$ cat src/wdt_pkg.sv
// shared constants for the watchdog timer unit
package wdt_pkg;
	// register map
	localparam logic [7:0] CTRL_ADDR  = 8'hC0;
	localparam logic [7:0] CTRL_RESET = 8'h10;
	// control register field positions
	localparam int PRE_MSB    = 7;
	localparam int PRE_LSB    = 4;
	localparam int IRQSEL_BIT = 3;
	localparam int STATUS_BIT = 2;
	localparam int ENABLE_BIT = 1;
	localparam int UNLOCK_BIT = 0;
	// timing, counted in crystal periods
	localparam int CNT_WIDTH  = 16;
	localparam int BASE_SHIFT = 9;
	localparam logic [3:0] PRE_MAX = 4'h7;
	localparam int XTAL_HZ    = 32768;
	// unlock sequencer states
	typedef enum logic [1:0] {
		LOCKED = 2'b01,
		ARMED  = 2'b10
	} unlock_e;
endpackage

$ cat src/wdt_if.sv
// link between the watchdog control logic and its counter
interface wdt_if;
	logic       enable;
	logic [3:0] prescale;
	logic       restart;
	logic       xtalTick;
	logic       timeout;
	modport ctrl (output enable, output prescale, output restart,
		output xtalTick, input timeout);
	modport cnt (input enable, input prescale, input restart,
		input xtalTick, output timeout);
endinterface

$ cat src/watchdog_timer_unit.sv
// watchdog timer: control register, unlock sequence and timeout action
//
// Behaviour
// - clearing the enable bit stops every timeout action.
// - an enabled watchdog with prescale 0 to 7 that is not refreshed in time sets the status flag and raises a reset or an interrupt.
// - the watchdog is a 16-bit counter advanced by the 32.768 kHz crystal, not the core clock.
// - a 4-bit prescale field selects the timeout interval.
// - a control write takes effect only right after a single unlock write with bit 0 set, which software repeats for every write.
// - the prescale field sits in bits 7 to 4 of the control register.
// - the timeout is 2^prescale times 512 crystal periods, prescale 0 to 7 being valid.
module watchdog_timer_unit
	import wdt_pkg::*;
(
	// clock and reset
	input  wire logic       mclk,
	input  wire logic       rst,
	// special function register access
	input  wire logic [7:0] sfrAddr,
	input  wire logic       sfrWr,
	input  wire logic [7:0] sfrWdata,
	output logic      [7:0] sfrRdata,
	// one-cycle strobe per crystal period
	input  wire logic       xtalTick,
	// timeout actions
	output logic            wdtResetReq,
	output logic            wdtIrq
);
	import wdt_pkg::*;

	wdt_if link ();

	unlock_e    state_q, state_d;
	logic [3:0] pre_q, pre_d;
	logic       irqSel_q, irqSel_d;
	logic       status_q, status_d;
	logic       enable_q, enable_d;
	logic [7:0] rdata_q, rdata_d;
	logic       resetReq_q, resetReq_d;
	logic       irq_q, irq_d;
	logic       ctrlWr;
	logic       accept;
	logic       fire;
	logic [7:0] ctrlView;

	assign ctrlWr = sfrWr && (sfrAddr == CTRL_ADDR);
	// only the write straight after the arming write is taken
	assign accept = ctrlWr && (state_q == ARMED);
	// a timeout already in flight is dropped once disabled
	assign fire = link.timeout && enable_q;

	// unlock sequencer
	always_comb
	begin
		state_d = state_q;
		unique case (state_q)
			LOCKED:
				if (ctrlWr && sfrWdata[UNLOCK_BIT])
					state_d = ARMED;
			ARMED:
				// any write, here or elsewhere, ends the window
				if (sfrWr)
					state_d = LOCKED;
		endcase
	end

	// control register
	always_comb
	begin
		pre_d    = pre_q;
		irqSel_d = irqSel_q;
		enable_d = enable_q;
		status_d = status_q;
		if (accept)
		begin
			pre_d    = sfrWdata[PRE_MSB:PRE_LSB];
			irqSel_d = sfrWdata[IRQSEL_BIT];
			enable_d = sfrWdata[ENABLE_BIT];
			status_d = sfrWdata[STATUS_BIT];
		end
		// hardware set wins over a software clear
		if (fire)
			status_d = 1'b1;
	end

	// timeout actions and read-back
	always_comb
	begin
		resetReq_d = fire && !irqSel_q;
		irq_d      = status_q && irqSel_q && enable_q;
		rdata_d    = 8'h00;
		if (sfrAddr == CTRL_ADDR)
			rdata_d = ctrlView;
	end

	assign ctrlView = {pre_q, irqSel_q, status_q, enable_q,
		state_q == ARMED};

	always_ff @(posedge mclk)
	begin
		if (rst)
		begin
			state_q    <= LOCKED;
			pre_q      <= CTRL_RESET[PRE_MSB:PRE_LSB];
			irqSel_q   <= CTRL_RESET[IRQSEL_BIT];
			status_q   <= CTRL_RESET[STATUS_BIT];
			enable_q   <= CTRL_RESET[ENABLE_BIT];
			rdata_q    <= 8'h00;
			resetReq_q <= 1'b0;
			irq_q      <= 1'b0;
		end
		else
		begin
			state_q    <= state_d;
			pre_q      <= pre_d;
			irqSel_q   <= irqSel_d;
			status_q   <= status_d;
			enable_q   <= enable_d;
			rdata_q    <= rdata_d;
			resetReq_q <= resetReq_d;
			irq_q      <= irq_d;
		end
	end

	// counter hookup; refresh only on an accepted write setting enable
	assign link.enable   = enable_q;
	assign link.prescale = pre_q;
	assign link.restart  = accept && sfrWdata[ENABLE_BIT];
	assign link.xtalTick = xtalTick;

	wdt_counter #(
		.WIDTH (CNT_WIDTH)
	) u_counter (
		.mclk (mclk),
		.rst  (rst),
		.link (link.cnt)
	);

	assign sfrRdata    = rdata_q;
	assign wdtResetReq = resetReq_q;
	assign wdtIrq      = irq_q;
endmodule // watchdog_timer_unit

$ cat src/wdt_counter.sv
// 16-bit watchdog count advanced once per crystal period
module wdt_counter
	import wdt_pkg::*;
#(
	parameter int WIDTH = CNT_WIDTH
)(
	// clock and reset
	input  wire logic mclk,
	input  wire logic rst,
	// control side
	wdt_if.cnt        link
);
	logic [WIDTH-1:0] count_q, count_d;
	logic             timeout_q, timeout_d;
	logic [WIDTH-1:0] terminal;
	logic             preValid;
	logic             atEnd;

	// prescale above the documented range never times out
	assign preValid = (link.prescale <= PRE_MAX);
	// terminal count = 2^(pre+9) - 1 crystal periods
	assign terminal = WIDTH'((({(WIDTH+1){1'b0}} | 1)
		<< (link.prescale[2:0] + BASE_SHIFT)) - 1);
	assign atEnd = (count_q == terminal);

	always_comb
	begin
		count_d   = count_q;
		timeout_d = 1'b0;
		if (link.restart || !link.enable)
			count_d = '0;
		else if (link.xtalTick)
		begin
			count_d = atEnd ? '0 : WIDTH'(count_q + 1'b1);
			timeout_d = atEnd && preValid;
		end
	end

	always_ff @(posedge mclk)
	begin
		if (rst)
		begin
			count_q   <= '0;
			timeout_q <= 1'b0;
		end
		else
		begin
			count_q   <= count_d;
			timeout_q <= timeout_d;
		end
	end

	assign link.timeout = timeout_q;
endmodule // wdt_counter

$ cat config.mk
export PLATFORM = sky130hd
export DESIGN_NAME = watchdog_timer_unit
export DESIGN_NICKNAME = d
export VERILOG_FILES = /design/src/wdt_pkg.sv /design/src/wdt_if.sv /design/src/watchdog_timer_unit.sv /design/src/wdt_counter.sv
export SDC_FILE = /design/constraint.sdc
export NUM_CORES = 1
export LEC_CHECK = 0
export BUFFER_PORTS_ARGS = -buffer_cell sky130_fd_sc_hd__buf_2
export CAP_MARGIN = 10
export CORE_ASPECT_RATIO = 1.4
export CORE_MARGIN = 1
export CORE_UTILIZATION = 25
export CTS_CLUSTER_SIZE = 16
export DETAILED_ROUTE_END_ITERATION = 16
export GPL_TIMING_DRIVEN = 1
export MAX_ROUTING_LAYER = met4
export SYNTH_ARGS = -nofsm -noshare
export SYNTH_HDL_FRONTEND = slang
export SYNTH_SLANG_ARGS = --single-unit
$ cat constraint.sdc
create_clock -name mclk -period 3.52 [get_ports mclk]
set_input_delay 0.176 -clock mclk [delete_from_list [all_inputs] [get_ports mclk]]
set_output_delay 0.176 -clock mclk [all_outputs]
set_load 0.01 [all_outputs]
Yosys cells after proc, flatten, opt, wreduce, memory -nomap -nowiden
Cells that the tools add are included.

Register bits after elaboration: 36. Output and inout bits: 10. Logic and storage cells: 46.

Add/sub/neg operators: 3. Magnitude comparators: 1. Equality and inequality tests: 6. Shifts and indexed selects: 1. Muxes and demuxes: 6. Bitwise logic cells: 2. Reductions and logical operators: 17.

Operator list (count): 1-bit by 32-bit left shift with 16-bit output, first input constant (1); 16-bit by 1-bit adder with 16-bit output, second input constant (1); 16-bit == test (1); 16-bit 2-to-1 mux (1); 16-bit by 1-bit subtractor with 16-bit output, second input constant (1); 1-bit logical AND (9); 8-bit == test, second input constant (1); 3-bit by 4-bit adder with 5-bit output, second input constant (1); 4-bit by 3-bit less-or-equal comparator with 1-bit output, second input constant (1); 2-bit 2-to-1 mux (2); 2-bit inequality test, second input constant (2); 2-bit one-hot mux with 2 select lines (1); 2-bit OR reduction (2); 3-bit OR reduction (1); 2-bit by 1-bit == test with 1-bit output, second input constant (1); 2-bit == test, second input constant (1); 1-bit zero test (2); 1-bit 2-to-1 mux (2); 1-bit inverter (2); 2-bit AND reduction (1); 2-bit nonzero test (1); 1-bit logical OR (1).

Depth between registers and ports, before layout
Gate-level depths: netlist (run 1).

Word-level depth: 6. Depth in mapped cells: 15. Gate-level depth less buffers: 12.

Modules after synthesis
A second synthesis (run 1) with hierarchy kept.

Cells, all modules: 238. Area total of the unflattened synthesis: 2227.1 µm².

Modules (own cells, without submodules): wdt_counter (times used 1, cells each 174, area an instance 1508.9 µm²); watchdog_timer_unit (times used 1, cells each 64, area an instance 718.2 µm²).

Least setup slack after synthesis (run 1)
No wires, ideal clock.

Path kind: flip-flop to flip-flop. Start point: register pre_q[1] (netlist: link.prescale[1]). End point: register u_counter.timeout_q (netlist: u_counter.link.timeout). Setup time: 0.114 ns. Arrival: 2.876 ns. Slack: 0.530 ns. Stages on the path, launching flop included: 14. Path buffers: 2. Period minus slack after synthesis: 2.990 ns. Cells stage by stage: dfxtp_1 -> nand2_1 -> inv_1 -> ha_1 -> and4b_1 -> buf_2 -> inv_1 -> ha_1 -> clkbuf_1 -> a21boi_1 -> nor4_1 -> a211oi_2 -> a2111o_1 -> a2111oi_0.

Longest elaborated chain between the ends: 5.

RTL lines: from (decl) (RTL line watchdog_timer_unit.sv:33) `logic [3:0] pre_q, pre_d;`; from (signal assigned) (RTL line watchdog_timer_unit.sv:103) `pre_q <= CTRL_RESET[PRE_MSB:PRE_LSB];`; from (signal assigned) (RTL line watchdog_timer_unit.sv:114) `pre_q <= pre_d;`; 3-bit by 4-bit adder with 5-bit output (RTL line wdt_counter.sv:23) `<< (link.prescale[2:0] + BASE_SHIFT)) - 1);`; 1-bit by 32-bit left shift with 16-bit output (RTL line wdt_counter.sv:22) `assign terminal = WIDTH'((({(WIDTH+1){1'b0}} | 1)`; 16-bit by 1-bit subtractor with 16-bit output (RTL line wdt_counter.sv:23); 16-bit == test (RTL line wdt_counter.sv:24) `assign atEnd = (count_q == terminal);`; 1-bit logical AND (*) (RTL line wdt_counter.sv:35) `timeout_d = atEnd && preValid;`; to (signal assigned) (RTL line wdt_counter.sv:49) `timeout_q <= timeout_d;`; to (decl) (RTL line wdt_counter.sv:14) `logic timeout_q, timeout_d;`.

Mark *: on every way between the ends. The rest lies on a longest branch, timed or not. A chain may end at the register's enable or synchronous reset.

Worst setup path in the final report (run 1)
Start point: register pre_q[2] (netlist: link.prescale[2]). End point: register u_counter.count_q[12].

Longest elaborated chain between the ends: 5.

RTL lines: 3-bit by 4-bit adder with 5-bit output (RTL line wdt_counter.sv:23); 1-bit by 32-bit left shift with 16-bit output (RTL line wdt_counter.sv:22); 16-bit by 1-bit subtractor with 16-bit output (RTL line wdt_counter.sv:23); 16-bit == test (RTL line wdt_counter.sv:24); 16-bit 2-to-1 mux (RTL line wdt_counter.sv:34) `count_d = atEnd ? '0 : WIDTH'(count_q + 1'b1);`; to (signal assigned) (RTL line wdt_counter.sv:48) `count_q <= count_d;`; to (decl) (RTL line wdt_counter.sv:13) `logic [WIDTH-1:0] count_q, count_d;`.

No other way between the ends.

==> results of run 1 <==
-- worst max-delay path, stage by stage (launching register included) --
cell	delay, ns
dfxtp_1	0.40
ha_1	0.26
and4b_1	0.28
inv_1	0.07
ha_1	0.30
a21boi_1	0.20
nor4_1	0.35
a211oi_2	0.11
a21oi_1	0.89
a21oi_1	0.16
-- per-layer routing --
| layer | vias to the layer above | track usage, % | part of all wire [%] |
|---|---|---|---|
| met2 | 33 | 21.86 | 51 |
| met5 | - | - | 0 |
| met4 | 0 | 4.805 | 2.1 |
| met3 | 8 | 2.988 | 4.3 |
| li1 | 967 | - | - |
| met1 | 837 | 11.49 | 43 |
-- power groups by stage --
stage / clock network (W) / logic, W / registers [W]
floorplan: 0 / 0.0000140 / 0.000418
global placement: 0 / 0.0000283 / 0.000418
detailed placement: 0 / 0.0000283 / 0.000419
CTS: 0.000301 / 0.0000284 / 0.000409
global route: 0.000316 / 0.0000313 / 0.000409
finish: 0.000288 / 0.0000282 / 0.000409
-- through the flow --
stage / hold WS, ns / instance area, µm² / instances / worst slack (ns) / power [W]
2_1_floorplan: 0.3235 / 2068 / 255 / 0.5300 / 0.0004324
3_3_place_gp: 0.4295 / 2342 / 379 / 0.3804 / 0.0004467
3_5_place_dp: 0.4323 / 2342 / 379 / 0.3109 / 0.0004468
4_1_cts: 0.1207 / 2430 / 387 / 0.3220 / 0.0007381
6_report: 0.1266 / 2430 / 387 / 0.3501 / 0.0007256
5_1_grt: 0.1234 / 2430 / 387 / 0.01079 / 0.0007560
-- synth_stat cells (all sizes together) --
cell type,count,area (µm²)
a2111o,1,11.26
a2111oi,2,36.29
a211o,2,17.52
a211oi,1,12.51
a21boi,1,7.510
a21oi,27,135.1
a22oi,1,7.510
a311oi,1,8.760
a31oi,3,18.77
a32oi,2,17.52
and2,5,31.28
and3,7,43.79
and4,2,17.52
and4b,1,10.01
buf,4,26.27
clkbuf,10,37.54
conb,1,3.750
dfxtp,36,720.7
ha,4,50.05
inv,8,30.03
mux2,1,11.26
mux2i,3,30.03
nand2,35,131.4
nand2b,3,18.77
nand3,14,70.07
nand3b,1,7.510
nand4,4,25.02
nand4b,2,17.52
nor2,13,48.80
nor2b,4,25.02
nor3,10,50.05
nor3b,3,22.52
nor4,6,58.80
nor4b,2,23.77
o21ai,3,15.01
o22ai,1,6.260
o31ai,2,15.01
or3,2,12.51
or4,4,33.78
xnor2,10,87.58
xor2,13,113.9
-- final timing paths --
check,start,endpoint,slack (ns),cells after the start
setup / recovery,link.prescale[2],u_counter.count_q[12],0.35,9
hold / removal,sfrWdata[3],irqSel_q,0.13,3
setup reg to reg,link.prescale[2],u_counter.count_q[12],0.35,9
hold reg to reg,status_q,wdtIrq,0.44,2
-- sequential cells by signal, indices dropped and copies added (netlist names) --
name                    count
u_counter.count_q          16
irqSel_q                    1
status_q                    1
wdtIrq                      1
enable_q                    1
link.prescale               4
state_q                     2
wdtResetReq                 1
u_counter.link.timeout      1
sfrRdata                    8
-- logic make-up after synthesis --
| kind of cell | Yosys count |
|---|---|
| other | 1 |
| muxes | 4 |
| adders and majority gates | 4 |
| AOI/OAI and AO/OA | 47 |
| xor gates and xnor gates | 23 |
| DFF | 36 |
| and+or+nand+nor | 118 |
| buffers and inverters | 22 |
-- placed cells by master (no fill, tap or decap), types with 3 or more instances in the layout --
master / netlist / final
clkbuf_8: 0 / 5
xor2_1: 13 / 13
and2_1: 5 / 5
nand2_1: 35 / 35
or4_1: 3 / 3
nand4_1: 4 / 4
ha_1: 4 / 4
buf_2: 3 / 29
a21oi_1: 27 / 27
nor3_1: 10 / 10
o21ai_0: 3 / 3
xnor2_1: 10 / 10
a31oi_1: 3 / 3
dfxtp_1: 36 / 36
buf_4: 0 / 9
nor3b_1: 3 / 3
inv_1: 8 / 8
nand2b_1: 3 / 3
and3_1: 7 / 7
nand3_1: 14 / 14
nor2b_1: 4 / 4
nor2_1: 13 / 13
mux2i_1: 3 / 3
nor4_1: 4 / 4
-- area by class of cell --
cell class	count	area share [%]
multi-input cells	197	51.60
flip-flops and latches	36	29.66
repair buffers	38	8.754
inverters	8	1.236
well taps	100	5.149
clock buffers	5	2.832
clock inverters	3	0.7724
==> out/metrics.cfg, run 1 <==
[outcome]
status=finished, final reports clean

[sta]
rsz0062_at_grt=no
hold_violations=0
drv_slew=0
setup-tns-final_ns=0
post-route-period-util_pct=90.05
fmax_mhz=315.5
setup-violations-final=0
skew_ns=0.009165
tightest_slew_ns=1.093
slew_headroom_pct=27.12
period_needed_ns=3.170

[layout]
nets=310
final_core_util_pct=30.79
nFillCells=869
n_antenna_cell=0
seqCellArea_um2=720.7
multi_input_area_um2=1254
drive_gt1_share_pct=18.47
syn2layout_area_growth_pct=17.48

[drt]
drcViolationCount=0
wire_per_inst_um=11.92
drt-pass1-iter-count=4
drt_iter0_markers=99
vias=1845
wl_um=4613
viasPerCell=4.767
antenna_left=0

[clock_network]
clockBufferDepth=2
ctsResizeCount=0
clk_pin_slew_ns=0.08
htree_levels=2
numCtsBuffers=5
cts_tree=built
cts_setup_buffers=0
clk_latency_ns=0.29
clock-sinks=36
cts.hold.buffers_added=0
root_buffer=clkbuf_8

[die]
die_h_um=109.6
die_w_um=78.87
start_util_pct=26.20
die_area_um2=8646
io_pins=30
fp.coreArea_um2=7893
rows=38

[grt]
grt_pass1_wl_um=7734
antenna_found_initial=0
grt_overflow=0
grt_pass1_vias=1773
grt_start_max_net_pins=22
grt_use_total_pct=11.73

[yosys]
synth_cells=255
syn_nets=279
yosys_register_bits=36
synth-simple-area-share_pct=31.34
synth_cell_type_count=47
synth_xor_area_share_pct=9.740
ys_warn_count=0
synth_fa_ha_area_share_pct=2.420
synthMuxAreaShare_pct=1.996
synth_top_family_by_area=simple AND/OR/NAND/NOR gates
avgSynthCellArea_um2=8.111
seq_area_frac_synth_pct=34.85
netlist_area_um2=2068
synth_compound_area_share_pct=14.94

[placed_design]
post-dp-hpwl_um=3470
gp_congestion=0.7935
numPortBuffers=29

[power_and_ir_drop]
switching_share_pct=23.07
pwr-share-seq_pct=56.4
switchingPower_w=0.0001674
power.density_nw_per_um2=298.6
p_int_w=0.0005583
ir_drop_v=0.0001306
power.share.clock_pct=39.7
total_leakage_power_nw=0.9762
power_frac_comb_pct=3.9

[critical_path]
start_kind=flop
cp_data_required_time_ns=3.65
path_max_fanout=14
arrival_ns=3.30
endpoint_kind=flop
setup.worst_path.class=reg -> reg

[run]
cap_violations=0

[min_path]
hp-class=in -> reg

No activity file was read; power rests on OpenSTA's default activity.
==> inputs of run 2 (changes only) <==
==> constraint.sdc (replaced) <==
create_clock -name mclk -period 3.9 [get_ports mclk]
set_input_delay 0.195 -clock mclk [delete_from_list [all_inputs] [get_ports mclk]]
set_output_delay 0.195 -clock mclk [all_outputs]
set_load 0.01 [all_outputs]
==> run 2 against run 1 <==
Compared with the run above: die area stayed put; hold slack better by 0.016 ns; cell count is 1.0% lower; sequential cell count stayed put; count of clock-buffer cells in the layout stayed put; global-route usage is 0.69 points higher; largest power group unchanged; critical endpoint is now u_counter.count_q[10]; critical path type unchanged.
==> out/metrics.cfg, run 2 (synthesized netlist as in run 1, its figures left out) <==
[clock_network]
numCtsBuffers=5  ; unchanged
clock-sinks=36  ; unchanged
cts.hold.buffers_added=0  ; unchanged
clk_latency_ns=0.30  ; about the same
htree_levels=2  ; unchanged
clockBufferDepth=2  ; unchanged
cts_setup_buffers=0  ; unchanged
root_buffer=clkbuf_8
clk_pin_slew_ns=0.07  ; about the same
cts_tree=built
ctsResizeCount=0  ; unchanged

[sta]
fmax_mhz=290.5  ; -7.9%
whs_ns=0.1425  ; +0.01593 ns
setup-violations-final=0  ; unchanged
rsz0062_at_grt=no
slew_headroom_pct=28.91  ; +1.8 points
period_needed_ns=3.443  ; +0.2729 ns
drv_slew=0  ; unchanged
setup-tns-final_ns=0  ; unchanged
post-route-period-util_pct=88.28  ; -1.8 points
hold_violations=0  ; unchanged
tightest_slew_ns=1.066  ; -0.02687 ns
skew_ns=0.01031  ; +0.001142 ns

[power_and_ir_drop]
p_int_w=0.0005038  ; -9.8%
switchingPower_w=0.0001525  ; -8.9%
switching_share_pct=23.23  ; +0.17 points
ir_drop_v=0.0001085  ; -17%
power_frac_comb_pct=3.8  ; about the same
total_leakage_power_nw=0.9557  ; -2.1%
pwr-share-seq_pct=56.2  ; -0.2 points
fin_total_pwr_w=0.0006563  ; -9.6%
power.share.clock_pct=39.9  ; +0.2 points
power.density_nw_per_um2=273.5  ; -8.4%

[outcome]
status=finished, final reports clean

[die]
die_h_um=109.6  ; unchanged
rows=38  ; unchanged
die_area_um2=8646  ; unchanged
start_util_pct=26.20  ; unchanged
fp.coreArea_um2=7893  ; unchanged
io_pins=30  ; unchanged
die_w_um=78.87  ; unchanged

[grt]
grt_start_max_net_pins=17  ; -23%
grt_pass1_vias=1807  ; +1.9%
grt_use_total_pct=12.41  ; +0.69 points
grt_pass1_wl_um=8059  ; +4.2%
grt_overflow=0  ; unchanged
antenna_found_initial=0  ; unchanged

[placed_design]
numPortBuffers=29  ; unchanged
dp_cells=375  ; -1.1%
post-dp-hpwl_um=3591  ; +3.5%
gp_congestion=0.8553  ; +7.8%

[critical_path]
cp_data_required_time_ns=4.04  ; +0.39 ns
setup.worst_path.class=reg -> reg
start_kind=flop
path_max_fanout=14  ; unchanged
endpoint_kind=flop
arrival_ns=3.59  ; +0.29 ns

[layout]
drive_gt1_share_pct=17.31  ; -1.2 points
nets=306  ; -1.3%
largest_register=u_counter.count_q
syn2layout_area_growth_pct=16.03
n_antenna_cell=0  ; unchanged
layout_common_cells=dfxtp_1 (36), nand2_1 (35), buf_2 (29)
instances_no_fill=383  ; -1.0%
largest_reg_flops=16  ; unchanged
nFillCells=871  ; +0.23%
final_common_cell=dfxtp_1

[drt]
antenna_left=0  ; unchanged
wl_um=4707  ; +2.0%
drt_iter0_markers=129  ; +30%
viasPerCell=4.922  ; +3.2%
drt-pass1-iter-count=4  ; unchanged
drcViolationCount=0  ; unchanged
wire_per_inst_um=12.29  ; +3.1%
vias=1885  ; +2.2%

[min_path]
hp-class=in -> reg

[run]
cap_violations=0  ; unchanged

## run 2: cell type report
type | count | area (µm²) | area share [%]
clock inverter | 3 | 18.77 | 0.7821
clock buffer | 5 | 68.82 | 2.868
inverter | 8 | 30.03 | 1.251
multi-input combinational | 197 | 1254 | 52.24
tap | 100 | 125.1 | 5.214
sequential | 36 | 720.7 | 30.03
timing repair buffer | 34 | 182.7 | 7.612
## run 2: final timing paths
| kind | from | endpoint | slack [ns] | cells after the start |
|---|---|---|---|---|
| hold reg to reg | status_q | wdtIrq | 0.45 | 2 |
| setup reg to reg | link.prescale[0] | u_counter.count_q[10] | 0.46 | 11 |
| hold / removal | sfrWdata[3] | irqSel_q | 0.14 | 3 |
| setup / recovery | link.prescale[0] | u_counter.count_q[10] | 0.46 | 11 |
## run 2: critical path, stage by stage, from the launching register on
cell and delay [ns]:
dfxtp_1 0.31, nand2_1 0.21, inv_1 0.10, ha_1 0.20, and4b_1 0.38, inv_1 0.09
ha_1 0.31, a21boi_1 0.20, nor4_1 0.34, a211oi_2 0.11, a21oi_1 0.87, a21oi_1 0.16
## run 2: metal layers
metal  wire (µm)  global-route usage [%]
met1        1965                   12.41
met5           0                       -
met2        2410                   22.42
met4         116                   5.714
met3         213                   3.320
## run 2: power by group through the flow
stage | clock network (W) | registers (W) | logic, W
floorplan | 0 | 0.000378 | 0.0000127
global placement | 0 | 0.000378 | 0.0000250
detailed placement | 0 | 0.000378 | 0.0000256
CTS | 0.000273 | 0.000369 | 0.0000256
global route | 0.000287 | 0.000369 | 0.0000284
finish | 0.000262 | 0.000369 | 0.0000253
## run 2: through the flow
| step | instance area, µm² | setup slack, ns | utilization [%] |
|---|---|---|---|
| finish | 2400 | 0.4571 | 30.41 |
| global route | 2400 | 0.1377 | 30.41 |
| detailed placement | 2312 | 0.4061 | 29.30 |
| floorplan | 2068 | 0.9100 | - |
| CTS | 2400 | 0.4113 | 30.41 |
| global placement | 2312 | 0.5238 | 29.30 |
==> inputs of run 3 (changes only) <==
--- a/config.mk
+++ b/config.mk
@@ -7,6 +7,8 @@
 export LEC_CHECK = 0
 export BUFFER_PORTS_ARGS = -buffer_cell sky130_fd_sc_hd__buf_2
 export CAP_MARGIN = 10
+export CELL_PAD_IN_SITES_DETAIL_PLACEMENT = 1
+export CELL_PAD_IN_SITES_GLOBAL_PLACEMENT = 2
 export CORE_ASPECT_RATIO = 1.4
 export CORE_MARGIN = 1
 export CORE_UTILIZATION = 25
@@ -14,6 +16,7 @@
 export DETAILED_ROUTE_END_ITERATION = 16
 export GPL_TIMING_DRIVEN = 1
 export MAX_ROUTING_LAYER = met4
+export PLACE_DENSITY_LB_ADDON = 0.1
 export SYNTH_ARGS = -nofsm -noshare
 export SYNTH_HDL_FRONTEND = slang
 export SYNTH_SLANG_ARGS = --single-unit
==> constraint.sdc (replaced) <==
create_clock -name mclk -period 3.1 [get_ports mclk]
set_input_delay 0.155 -clock mclk [delete_from_list [all_inputs] [get_ports mclk]]
set_output_delay 0.155 -clock mclk [all_outputs]
set_load 0.01 [all_outputs]
==> run 3 against run 2 <==
Compared with the run above: register-to-register slack lost 0.12 ns; die area is the same; critical path depth is the same; first-iteration DRC count shrank 76%; worst setup slack lost 0.12 ns; non-clock buffer count grew 8; cell count grew 2.1%; via count grew 2.3%; clock power grew 69%; global-route usage grew 3.7 points; clock skew shrank 0.0017 ns; largest power group unchanged; combinational power grew 42%.
==> out/metrics.cfg, run 3 (synthesized netlist as in run 1, its figures left out) <==
[clock_network]
clockBufferDepth=2  ; unchanged
clock-sinks=36  ; unchanged
clk_pin_slew_ns=0.09  ; +0.02 ns
htree_levels=2  ; unchanged
clk_latency_ns=0.30  ; about the same
root_buffer=clkbuf_8
numCtsBuffers=5  ; unchanged
cts_setup_buffers=0  ; unchanged
cts_tree=built

[drt]
drcViolationCount=0  ; unchanged
wire_per_inst_um=15.61  ; +27%
viasPerCell=4.931  ; +0.19%
antenna_left=0  ; unchanged
drt_iter0_markers=31  ; -76%
wl_um=6104  ; +30%
vias=1928  ; +2.3%
drt-pass1-iter-count=4  ; unchanged

[layout]
n_antenna_cell=0  ; unchanged
drive_gt1_share_pct=20.96  ; +3.6 points
layout_common_cells=nand2_1 (35), dfxtp_1 (35), buf_2 (29)
syn2layout_area_growth_pct=21.05
nets=314  ; +2.6%
largest_register=u_counter.count_q
largest_reg_flops=16  ; unchanged

[critical_path]
reg2reg_slack_ns=0.33  ; -0.12 ns
endpoint_kind=flop
r2r-end=u_counter.link.timeout
start_kind=flop
cp_data_required_time_ns=3.28  ; -0.76 ns
arrival_ns=2.95  ; -0.64 ns
path_max_fanout=8  ; -6
setup.worst_path.class=reg -> reg
reg2regPathDepth=11  ; unchanged
timing.rr.start=link.prescale[0]

[outcome]
status=finished, final reports clean

[sta]
whs_ns=0.09936  ; -0.04315 ns
post-route-period-util_pct=89.27  ; +1.0 points
period_needed_ns=2.768  ; -0.6754 ns
rsz0062_at_grt=no
drv_slew=0  ; unchanged
setup-tns-final_ns=0  ; unchanged
tightest_slew_ns=0.5313  ; -0.5350 ns
hold_violations=0  ; unchanged
fmax_mhz=361.3  ; +24%
slew_headroom_pct=64.42  ; +36 points
setup-violations-final=0  ; unchanged
skew_ns=0.008574  ; -0.001734 ns

[placed_design]
gp_congestion=0.6985  ; -18%
post-dp-hpwl_um=4678  ; +30%
numPortBuffers=29  ; unchanged

[die]
die_area_um2=8646  ; unchanged
die_w_um=78.87  ; unchanged
rows=38  ; unchanged
fp.coreArea_um2=7893  ; unchanged
io_pins=30  ; unchanged
die_h_um=109.6  ; unchanged
start_util_pct=26.20  ; unchanged

[power_and_ir_drop]
total_leakage_power_nw=1.005  ; +5.2%
power.density_nw_per_um2=376.9  ; +38%
ir_drop_v=0.0001578  ; +45%

[min_path]
hp-class=in -> reg
hp-start=sfrWdata[3]
whs_endpoint=irqSel_q
whs_path_depth=3  ; unchanged

[run]
cap_violations=0  ; unchanged

[grt]
grt_pass1_vias=2016  ; +12%
grt_overflow=0  ; unchanged
grt_start_max_net_pins=18  ; +1
grt_pass1_wl_um=10210  ; +27%
grt_use_total_pct=16.10  ; +3.7 points
antenna_found_initial=0  ; unchanged

[run 3: cell count changes in the layout (fill, tap and decap cells not counted), sizes merged]
cell,change
clkinvlp,+1
inv,+1
clkinv,-3
bufinv,+1
buf,+8
[run 3: worst max path at each step]
stage                                 from                      to  cells after the start
after floorplan           link.prescale[1]  u_counter.link.timeout                     13
after global placement    link.prescale[0]  u_counter.link.timeout                     11
after detailed placement  link.prescale[0]  u_counter.link.timeout                     11
after CTS                 link.prescale[0]  u_counter.link.timeout                     11
after global routing      link.prescale[0]  u_counter.link.timeout                     12
final                     link.prescale[0]  u_counter.link.timeout                     11
[run 3: critical path: stages (launching register included)]
cell and delay, ns:
dfxtp_1 0.32, nand2_1 0.08, inv_1 0.06, ha_1 0.18, and4b_1 0.27, inv_1 0.08, ha_2 0.26, a21boi_1 0.19
nor4_2 0.29, a211oi_2 0.11, a2111o_1 0.43, a2111oi_1 0.38
[run 3: per-stage QoR]
step	cell area [µm²]	util (%)	std cells	total power (W)	worst slack (ns)
6_report	2504	31.72	391	0.0009435	0.3325
3_5_place_dp	2372	30.06	383	0.0005107	0.1946
5_1_grt	2504	31.72	391	0.0009819	0.06700
3_3_place_gp	2372	30.06	383	0.0005107	0.2481
2_1_floorplan	2068	-	255	0.0004910	0.1100
4_1_cts	2487	31.52	391	0.0009618	0.1328
[run 3: what timing repair did]
action	CTS	global route
endpoints found under the setup margin	0	1
gates resized for setup	0	5
hold buffers	0	0
[run 3: layer usage]
metal	vias to the layer above	part of all wire (%)	global-route usage [%]	routed length, µm
met1	909	42	16.83	2543
li1	974	-	-	-
met4	0	1.7	5.584	106
met2	37	54	30.37	3291
met5	-	0	-	0
met3	8	2.7	2.573	162
[run 3: final cells by class]
type,instances,area [µm²]
inverter,8,30.03
fill,994,5389
multi-input combinational,197,1269
sequential,36,721.9
clock inverter,3,46.29
tap,100,125.1
clock buffer,5,68.82
timing repair buffer,42,242.7
[run 3: where the power goes]
part	internal [W]	switching, W
logic	0.0000161	0.0000197
registers	0.000464	0.000000655
clock network	0.000243	0.000201
